$ cat src/hdl/uflc_pkg.sv
// Constants, register map and carrier types of the flow-controlled serial port.
// Assumes one 40 MHz core clock and an APB register bus with 32-bit data.
package uflc_pkg;

    ////////////////////////////////////////////////////////////////////////////
    // Clock and bit rate figures.
    localparam int CLK_HZ   = 40_000_000;
    localparam int BAUD_RST = 9600;
    // Eighteen bits hold the divisor of the slowest rate, 183 baud.
    localparam int DIV_W    = 18;
    // A bit lasts at least eight core clocks, so the top rate is a clock over 8.
    localparam logic [DIV_W-1:0] DIV_MIN = 18'h00008;
    localparam int DIV_RST  = (CLK_HZ + BAUD_RST / 2) / BAUD_RST;

    ////////////////////////////////////////////////////////////////////////////
    // Register byte offsets on the APB bus.
    localparam logic [7:0] A_CFG  = 8'h00;
    localparam logic [7:0] A_DIV  = 8'h04;
    localparam logic [7:0] A_TXD  = 8'h08;
    localparam logic [7:0] A_RXD  = 8'h0c;
    localparam logic [7:0] A_STAT = 8'h10;
    localparam logic [7:0] A_MASK = 8'h14;
    localparam logic [7:0] A_LINE = 8'h18;

    // Event bit positions, shared by the status and mask registers.
    localparam int EV_TXDONE = 0;
    localparam int EV_RXRDY  = 1;
    localparam int EV_FERR   = 2;
    localparam int EV_PERR   = 3;
    localparam int EV_OVR    = 4;
    localparam int EV_RING   = 5;
    localparam int EV_W      = 6;

    ////////////////////////////////////////////////////////////////////////////
    // Configuration word, bit 0 first from the bottom.
    typedef struct packed {
        logic dtr;
        logic ri_wake;
        logic flow;
        logic stop2;
        logic par_odd;
        logic par_en;
        logic data8;
    } uflc_cfg_s;

    // Eight data bits, handshake flow control, terminal ready asserted.
    localparam uflc_cfg_s CFG_RST = 7'h51;

    typedef enum logic [2:0] {TX_IDLE, TX_LEAD, TX_START, TX_DATA, TX_PAR, TX_STOP, TX_TRAIL} uflc_tx_e;
    typedef enum logic [2:0] {RX_IDLE, RX_START, RX_DATA, RX_PAR, RX_STOP} uflc_rx_e;

    // One received character with its error flags; done is a one-cycle pulse.
    typedef struct packed {
        logic       done;
        logic       ferr;
        logic       perr;
        logic [7:0] data;
    } uflc_rxres_s;

    typedef struct packed {
        uflc_rx_e          st;
        logic [DIV_W-1:0]  cnt;
        logic [2:0]        idx;
        logic [7:0]        sh;
        logic              par;
        logic              q;
        uflc_rxres_s       res;
    } uflc_rxst_s;

    typedef struct packed {
        uflc_cfg_s         cfg;
        logic [DIV_W-1:0]  div;
        uflc_tx_e          tst;
        logic [DIV_W-1:0]  cnt;
        logic [2:0]        idx;
        logic              stopn;
        logic [7:0]        sh;
        logic              par;
        logic              pend;
        logic              txd;
        logic              txact;
        logic              rts_n;
        logic              dtr_n;
        logic              wake;
        logic              ri_q;
        logic [EV_W-1:0]   evt;
        logic [EV_W-1:0]   mask;
        logic [7:0]        rxbuf;
        logic              rxfull;
        logic [31:0]       prdata;
        logic              pready;
        logic              pslverr;
        logic              irq;
    } uflc_top_s;

endpackage

$ cat src/hdl/uflc_rx.sv
// Receiver of the serial port: finds the start edge and samples each bit mid-period.
// Assumes the serial input is already synchronous to core_clk.
`timescale 1ns/10ps
`default_nettype none

module uflc_rx (
    input  wire logic                  core_clk,
    input  wire logic                  rstn,
    input  wire logic                  rxd,
    input  wire logic [17:0]           div_m1,
    input  wire uflc_pkg::uflc_cfg_s   cfg,
    output var  uflc_pkg::uflc_rxres_s res
);

    uflc_pkg::uflc_rxst_s s;
    uflc_pkg::uflc_rxst_s n;
    logic                 tick;
    logic [2:0]           last;
    logic [7:0]           dat;

    ////////////////////////////////////////////////////////////////////////////
    // Next state; a seven-bit character sits in the top of the shifter.
    always_comb
    begin
        n          = s;
        n.res.done = 1'b0;
        n.q        = rxd;
        tick       = (s.cnt == '0);
        last       = cfg.data8 ? 3'h7 : 3'h6;
        dat        = cfg.data8 ? s.sh : {1'b0, s.sh[7:1]};
        if (!tick)
        begin
            n.cnt = s.cnt - 18'h00001;
        end
        case (s.st)
            uflc_pkg::RX_IDLE:
            begin
                // Only a high-to-low edge opens a frame, so a stuck-low line waits.
                if (s.q && !rxd)
                begin
                    n.st  = uflc_pkg::RX_START;
                    n.cnt = {1'b0, div_m1[17:1]};
                end
            end
            uflc_pkg::RX_START:
            begin
                if (tick)
                begin
                    n.cnt = div_m1;
                    n.idx = 3'h0;
                    n.st  = rxd ? uflc_pkg::RX_IDLE : uflc_pkg::RX_DATA;
                end
            end
            uflc_pkg::RX_DATA:
            begin
                if (tick)
                begin
                    n.cnt = div_m1;
                    n.sh  = {rxd, s.sh[7:1]};
                    n.idx = s.idx + 3'h1;
                    if (s.idx == last)
                    begin
                        n.st = cfg.par_en ? uflc_pkg::RX_PAR : uflc_pkg::RX_STOP;
                    end
                end
            end
            uflc_pkg::RX_PAR:
            begin
                if (tick)
                begin
                    n.cnt = div_m1;
                    n.par = rxd;
                    n.st  = uflc_pkg::RX_STOP;
                end
            end
            uflc_pkg::RX_STOP:
            begin
                // Back to idle at mid stop bit so a following start edge is caught.
                if (tick)
                begin
                    n.st       = uflc_pkg::RX_IDLE;
                    n.res.done = 1'b1;
                    n.res.data = dat;
                    n.res.ferr = !rxd;
                    n.res.perr = cfg.par_en && (s.par != (^dat ^ cfg.par_odd));
                end
            end
            default:
            begin
                n.st = uflc_pkg::RX_IDLE;
            end
        endcase
    end

    always_ff @(posedge core_clk or negedge rstn)
    begin
        if (!rstn)
        begin
            s   <= '0;
            s.q <= 1'b1;
        end
        else
        begin
            s <= n;
        end
    end

    assign res = s.res;
endmodule

`default_nettype wire

$ cat src/hdl/uflc_top.sv
// Flow-controlled asynchronous serial port with an APB register file.
// Assumes all pin inputs are synchronous to core_clk and the APB master follows the standard protocol.
//
// Contract
// - Bit rate programmable from 183 baud up to 5 Mbaud.
// - Fastest bit lasts eight core clocks; clock over eight is the top rate.
// - Frame is start, seven or eight data, optional parity, one or two stops.
// - Data bits go least significant first.
// - Reset gives 9600 baud, handshake flow control, eight bits, no parity, one stop.
// - Rate, flow control, width, parity and stops are writable at run time.
// - Driver enable rises a bit before start, falls a bit after the last bit.
// - Driver enable can steer an RS485 line driver directly.
// - Frames leave on the serial output and arrive on the serial input.
// - Active-low request-to-send tells the far end whether it may send.
// - Active-low terminal-ready output follows the terminal-ready bit that software writes to the configuration.
// - Ring indicator low wakes the device when software enabled it.
`timescale 1ns/10ps
`default_nettype none

module uflc_top #(
    parameter logic [17:0] RST_DIV = 18'(uflc_pkg::DIV_RST)
) (
    input  wire logic        core_clk,
    input  wire logic        rstn,
    input  wire logic [7:0]  paddr,
    input  wire logic        psel,
    input  wire logic        penable,
    input  wire logic        pwrite,
    input  wire logic [31:0] pwdata,
    output logic      [31:0] prdata,
    output logic             pready,
    output logic             pslverr,
    output logic             tx_serial_out,
    input  wire logic        rx_serial_in,
    output logic             rts_n,
    input  wire logic        cts_n,
    output logic             dtr_n,
    input  wire logic        dcd_n,
    input  wire logic        ring_indicator_n,
    output logic             tx_active,
    output logic             irq,
    output logic             wake
);

    uflc_pkg::uflc_top_s   s;
    uflc_pkg::uflc_top_s   n;
    uflc_pkg::uflc_rxres_s rx_res;
    logic [17:0]           ediv_m1;
    logic                  tick;
    logic                  busy;
    logic                  setup;
    logic                  acc;
    logic                  rd_rx;
    logic [2:0]            last;
    logic [5:0]            set_ev;
    logic [5:0]            clr_ev;

    ////////////////////////////////////////////////////////////////////////////
    // Bit timing: a divisor below the floor is raised to it rather than refused.
    assign ediv_m1 = (s.div < uflc_pkg::DIV_MIN) ? uflc_pkg::DIV_MIN - 18'h00001 : s.div - 18'h00001;
    assign tick    = (s.cnt == '0);

    // Receiver shares the live configuration and divisor with the transmitter.
    uflc_rx u_rx (
        .core_clk (core_clk),
        .rstn     (rstn),
        .rxd      (rx_serial_in),
        .div_m1   (ediv_m1),
        .cfg      (s.cfg),
        .res      (rx_res)
    );

    ////////////////////////////////////////////////////////////////////////////
    // Next state of the transmitter, register file and modem lines.
    always_comb
    begin
        n      = s;
        set_ev = '0;
        clr_ev = '0;
        rd_rx  = 1'b0;
        busy   = s.pend || (s.tst != uflc_pkg::TX_IDLE);
        setup  = psel && !penable;
        acc    = psel && penable && s.pready;
        last   = s.cfg.data8 ? 3'h7 : 3'h6;
        if (!tick)
        begin
            n.cnt = s.cnt - 18'h00001;
        end

        // Transmit sequence; lead, start, parity and trail states each last one bit period.
        case (s.tst)
            uflc_pkg::TX_IDLE:
            begin
                // Flow control only holds back the start of a frame.
                if (s.pend && (!s.cfg.flow || !cts_n))
                begin
                    n.tst   = uflc_pkg::TX_LEAD;
                    n.pend  = 1'b0;
                    n.txact = 1'b1;
                    n.cnt   = ediv_m1;
                end
            end
            uflc_pkg::TX_LEAD:
            begin
                if (tick)
                begin
                    n.tst = uflc_pkg::TX_START;
                    n.txd = 1'b0;
                    n.cnt = ediv_m1;
                end
            end
            uflc_pkg::TX_START:
            begin
                if (tick)
                begin
                    n.tst = uflc_pkg::TX_DATA;
                    n.txd = s.sh[0];
                    n.idx = 3'h0;
                    n.cnt = ediv_m1;
                end
            end
            uflc_pkg::TX_DATA:
            begin
                if (tick)
                begin
                    n.cnt = ediv_m1;
                    n.sh  = s.sh >> 1;
                    if (s.idx != last)
                    begin
                        n.idx = s.idx + 3'h1;
                        n.txd = s.sh[1];
                    end
                    else if (s.cfg.par_en)
                    begin
                        n.tst = uflc_pkg::TX_PAR;
                        n.txd = s.par;
                    end
                    else
                    begin
                        n.tst   = uflc_pkg::TX_STOP;
                        n.txd   = 1'b1;
                        n.stopn = s.cfg.stop2;
                    end
                end
            end
            uflc_pkg::TX_PAR:
            begin
                if (tick)
                begin
                    n.tst   = uflc_pkg::TX_STOP;
                    n.txd   = 1'b1;
                    n.stopn = s.cfg.stop2;
                    n.cnt   = ediv_m1;
                end
            end
            uflc_pkg::TX_STOP:
            begin
                // A second stop bit reloads the counter once more.
                if (tick)
                begin
                    n.cnt   = ediv_m1;
                    n.stopn = 1'b0;
                    if (!s.stopn)
                    begin
                        n.tst = uflc_pkg::TX_TRAIL;
                    end
                end
            end
            uflc_pkg::TX_TRAIL:
            begin
                // The driver stays enabled for one idle bit after the last stop.
                if (tick)
                begin
                    n.tst   = uflc_pkg::TX_IDLE;
                    n.txact = 1'b0;
                    set_ev[uflc_pkg::EV_TXDONE] = 1'b1;
                end
            end
            default:
            begin
                n.tst   = uflc_pkg::TX_IDLE;
                n.txd   = 1'b1;
                n.txact = 1'b0;
            end
        endcase

        // APB read data and error are prepared in the setup cycle.
        n.pready  = setup;
        n.pslverr = 1'b0;
        n.prdata  = '0;
        if (setup)
        begin
            case (paddr)
                uflc_pkg::A_CFG:  n.prdata = 32'(s.cfg);
                uflc_pkg::A_DIV:  n.prdata = 32'(s.div);
                uflc_pkg::A_TXD:  n.prdata = '0;
                uflc_pkg::A_RXD:  n.prdata = 32'(s.rxbuf);
                uflc_pkg::A_STAT: n.prdata = 32'(s.evt);
                uflc_pkg::A_MASK: n.prdata = 32'(s.mask);
                uflc_pkg::A_LINE: n.prdata = 32'({s.rxfull, ~ring_indicator_n, ~dcd_n, ~cts_n, busy});
                default:          n.pslverr = 1'b1;
            endcase
        end

        // Writes and read side effects land on the completing access edge.
        if (acc && pwrite)
        begin
            case (paddr)
                uflc_pkg::A_CFG:  n.cfg  = uflc_pkg::uflc_cfg_s'(pwdata[6:0]);
                uflc_pkg::A_DIV:  n.div  = pwdata[17:0];
                uflc_pkg::A_STAT: clr_ev = pwdata[5:0];
                uflc_pkg::A_MASK: n.mask = pwdata[5:0];
                uflc_pkg::A_TXD:
                begin
                    // No buffer: a character written while busy is dropped.
                    if (!busy)
                    begin
                        n.sh   = s.cfg.data8 ? pwdata[7:0] : {1'b0, pwdata[6:0]};
                        n.par  = ^pwdata[6:0] ^ (s.cfg.data8 & pwdata[7]) ^ s.cfg.par_odd;
                        n.pend = 1'b1;
                    end
                end
                default:
                begin
                    n.mask = s.mask;
                end
            endcase
        end
        if (acc && !pwrite && (paddr == uflc_pkg::A_RXD))
        begin
            rd_rx = 1'b1;
        end

        // Received character; a new one wins over a read in the same cycle.
        if (rx_res.done)
        begin
            n.rxbuf                   = rx_res.data;
            set_ev[uflc_pkg::EV_RXRDY] = 1'b1;
            set_ev[uflc_pkg::EV_FERR]  = rx_res.ferr;
            set_ev[uflc_pkg::EV_PERR]  = rx_res.perr;
            set_ev[uflc_pkg::EV_OVR]   = s.rxfull && !rd_rx;
        end
        n.rxfull = (s.rxfull && !rd_rx) || rx_res.done;

        // Ring indicator falling edge is an event of its own.
        n.ri_q = ring_indicator_n;
        set_ev[uflc_pkg::EV_RING] = s.ri_q && !ring_indicator_n;

        // Sticky events: a set in the clearing cycle survives the clear.
        n.evt = (s.evt & ~clr_ev) | set_ev;
        n.irq = |(n.evt & n.mask);

        // Modem outputs follow the configuration written this cycle.
        n.rts_n = n.cfg.flow ? n.rxfull : 1'b0;
        n.dtr_n = !n.cfg.dtr;
        n.wake  = n.cfg.ri_wake && !ring_indicator_n;
    end

    ////////////////////////////////////////////////////////////////////////////
    // State register with reset defaults.
    always_ff @(posedge core_clk or negedge rstn)
    begin
        if (!rstn)
        begin
            s       <= '0;
            s.cfg   <= uflc_pkg::CFG_RST;
            s.div   <= RST_DIV;
            s.txd   <= 1'b1;
            s.dtr_n <= 1'b0;
            s.ri_q  <= 1'b1;
        end
        else
        begin
            s <= n;
        end
    end

    // Every output comes straight from the state register.
    assign prdata        = s.prdata;
    assign pready        = s.pready;
    assign pslverr       = s.pslverr;
    assign tx_serial_out = s.txd;
    assign tx_active     = s.txact;
    assign rts_n         = s.rts_n;
    assign dtr_n         = s.dtr_n;
    assign irq           = s.irq;
    assign wake          = s.wake;
endmodule

`default_nettype wire

$ cat config.mk
export PLATFORM = sky130hd
export DESIGN_NAME = uflc_top
export DESIGN_NICKNAME = d
export VERILOG_FILES = /design/src/hdl/uflc_pkg.sv /design/src/hdl/uflc_rx.sv /design/src/hdl/uflc_top.sv
export SDC_FILE = /design/constraint.sdc
export NUM_CORES = 1
export LEC_CHECK = 0
export ABC_AREA = 1
export ABC_CLOCK_PERIOD_IN_PS = 3700
export BUFFER_PORTS_ARGS = -buffer_cell sky130_fd_sc_hd__buf_4
export CORE_UTILIZATION = 50
export CTS_CLUSTER_DIAMETER = 40
export CTS_CLUSTER_SIZE = 24
export DETAILED_ROUTE_END_ITERATION = 12
export PLACE_DENSITY_LB_ADDON = 0.2
export SYNTH_ARGS = -nofsm -noshare
export SYNTH_HDL_FRONTEND = slang
export SYNTH_SLANG_ARGS = --single-unit
$ cat constraint.sdc
create_clock -name core_clk -period 3.7 [get_ports core_clk]
set_input_delay 0.555 -clock core_clk [delete_from_list [all_inputs] [get_ports core_clk]]
set_output_delay 0.555 -clock core_clk [all_outputs]
set_load 0.03 [all_outputs]
==> run summary <==
Final Critical Period = 2.22 ns
Cell Pwr Density = 352 nW/µm²
TNS Setup = 0 ns
Finish-stage setup viols = 0
Worst path top cell family by delay = flip-flops
Initial Util = 0.509
Final Non-Filler Cells = 1,560
HPWL Detailed = 16.8 mm
Synthesized instance count = 1,280
Tcrit/Tclk final = 0.599
Placed cells = 1,528
Max VDD drop = 0.311 mV
Slowest stage delay, CP = 0.82 ns
Drt wl/cell = 14.6 µm
HP Class = input pin to async pin
Leakage = 0.00515 µW
Max Fclk = 451 MHz
Core area = 18,000 µm²
Failing checks = design-rule violations
Unrepaired setup endpoints after global routing = false
Count of input and output buffers = 60
Ratio of cells with drive above 1 in the final layout = 0.131
GR Layer Usage met2 = 0.424
Required time of the critical path = 4.01 ns
Xor/xnor share of the synthesized area = 0.0249
Crit-path cells = inv_1 > nand2_1 > nand2_1 > nor2_1 > nor2_2 > nor2_1 > o21ai_0 > nand2_1 > o21ai_0
Yosys reg bits = 153
Post-synth top area share = 0.389
Area contributors post-synth = dfrtp_1, nand2_1, nor2_1, inv_1, nand3_1
FF/Latch Area = 3840 µm²
Synth cell types = 45
Largest family of logic cells by synthesized area = simple AND/OR/NAND/NOR gates
Ant. Diodes = 0
Total vias in the final route = 8,033
CTS tree = built
Max-Cap Viols = 0
Post-synthesis simple-gate area fraction = 0.358
DR pass1 iterations = 11
Placer's final routability congestion estimate = 0.930
Vias per inst = 5.15
P&R area growth vs syn = 11.2%
Die area = 18,800 µm²
Sequential area share after synthesis = 0.421
YS warnings = 0
Most Crowded Layer GR = met2
Top-count cell post-synth = nand2_1
FP Rows = 49
Crit path buf inv count = 1
Post-synth EDFFs = 0
Largest net degree at the start of global routing = 80
R2r endpoint = s[95]
Drt drc = 2
Yosys top cell by area = dfrtp_1
Clk_lat worst skew = 0.44 ns
Syn avg cell area = 7.14 µm²
Post-synthesis compound-gate area fraction = 0.0896
Crit-path slowest cell = dfstp_2
# fillers = 1,718
Most used DFF post-synth = dfrtp_1
CP most frequent cell = nand2_1
Routed Antenna Nets = 0
Placed Area = 9570 µm²
R2R setup slack = 1.48 ns
Multi-input gate area = 4440 µm²
Final Cell Area = 10,200 µm²
Post-cts resize count = 0
Synth Area in Adders = 0.00822
Worst slew margin = 0.497
First-pass GRT wire length = 37.2 mm
M3 GR Usage = 0.0464
Slew Limit Fails = 0
Congestion Overflow GR = 0
CP arrival = 2.53 ns
CTS sink cnt = 153
Mux share of post-synthesis cell area = 0
Synth top cells by count = nand2_1, nor2_1, dfrtp_1, inv_1, nand3_1
Aggregate global-route resource usage = 0.258
Final nets = 1,373
Crit path kind = flip-flop to flip-flop
Final hold violations = 0
Slew @ Worst Pin = 0.754 ns
Max Root-Sink Buffers = 2
Cts bufs inserted = 17
Vias in the first global route = 7,566
Clk_skew = 0.0178 ns
Clock transition at path regs = 0.07 ns
GR Util met1 = 0.343
Power Total = 3580 µW
CP Capture Type = flip-flop
Hold_buf cts = 0
Top Ports = 89
Post-synth ARST share = 1.00
Reg-to-Reg Start = s[115]
Clock root cell = clkbuf_16
Post-CTS setup buffer count = 0
Initial antenna violation count = 0
H-tree levels = 4
Starting DRC count in detailed routing = 587
Chip height = 137 µm
CP startpoint kind = flip-flop
Status = finished, violations left
Critical path fanouts, max = 25
Reg2Reg Depth = 9
Synthesized cell area = 9140 µm²
Die span in x = 137 µm
Total Routed Length = 22.7 mm
==> report_power, final <==
group / total, µW / internal (µW) / switching (µW)
registers: 1680 / 1680 / 3.29
logic: 152 / 42.4 / 110
clock network: 1750 / 914 / 832
total: 3580 / 2630 / 945
==> cells in the final DEF, fill, tap and decap left out, types with 3 or more instances in the layout <==
master     synthesis  routed
clkinv_1           4       4
dfstp_2           11      11
nand3b_1           8       8
nand4_1            9       9
xnor2_1            5       5
nand3_2            4       4
o21ai_1            5       5
or2_2              4       4
inv_1            125     125
o21ai_2           19      19
a21oi_1           31      31
nor2_2            17      17
inv_8              0       7
nand2_1          427     427
nor2_4             7       7
inv_2              4       4
o21ai_0           70      70
o21a_1             3       3
clkinv_8           0       3
ha_1               6       6
inv_6              0       3
o22ai_1            4       4
nor2_1           160     160
clkbuf_16          0      17
dfrtp_1          142     142
conb_1             1      14
nand3_1           86      86
nand2_2            4       4
buf_4             35      61
nor3_1            27      27
xor2_1            21      21
nand2_4            3       3
==> cells by family after synthesis <==
family                     count (synthesis)
AOI/OAI and AO/OA                        141
xor gates and xnor gates                  26
adders and majority gates                  6
buffers and inverters                    191
DFF                                      153
other                                      1
and+or+nand+nor                          762
==> state kept, by name (all words and copies together), names as in the netlist <==
name           cells
rts_n              1
irq                1
prdata            18
u_rx.res          11
tx_active          1
tx_serial_out      1
pready             1
dtr_n              1
s                 82
wake               1
pslverr            1
u_rx.s            34
==> worst max-delay path by stage <==
stage / from / end / slack [ns] / cells after the start
after floorplan: u_rx.s[24] / u_rx.res[7] / 1.99 / 10
after global placement: penable / s[113] / 1.39 / 6
after detailed placement: rx_serial_in / u_rx.s[39] / 1.35 / 9
after CTS: s[115] / s[95] / 1.48 / 9
after global routing: s[115] / s[94] / 1.23 / 10
final: s[115] / s[95] / 1.48 / 9
==> layout make-up <==
class,count,share of cell area
Clock buffer,17,0.0419
Clock inverter,15,0.0167
Inverter,134,0.0497
Multi-Input combinational cell,949,0.437
Sequential cell,153,0.378
Tap cell,229,0.0282
Timing Repair Buffer,63,0.0481
==> stage by stage <==
stage | utilization | hold slack, ns | setup WS, ns
after detailed placement | 0.532 | 0.467 | 1.35
after global placement | 0.532 | 0.460 | 1.39
after CTS | 0.566 | 0.161 | 1.48
after floorplan | - | 0.259 | 1.99
final | 0.566 | 0.141 | 1.48
after global routing | 0.566 | 0.191 | 1.23
==> layer usage <==
layer  vias to the layer above  wire length, µm
met2                       193            10900
met3                        31              920
met1                      3735            10500
met4                         0              414
met5                         -                0
li1                       4074                -
No activity file was read; power rests on OpenSTA's default activity.
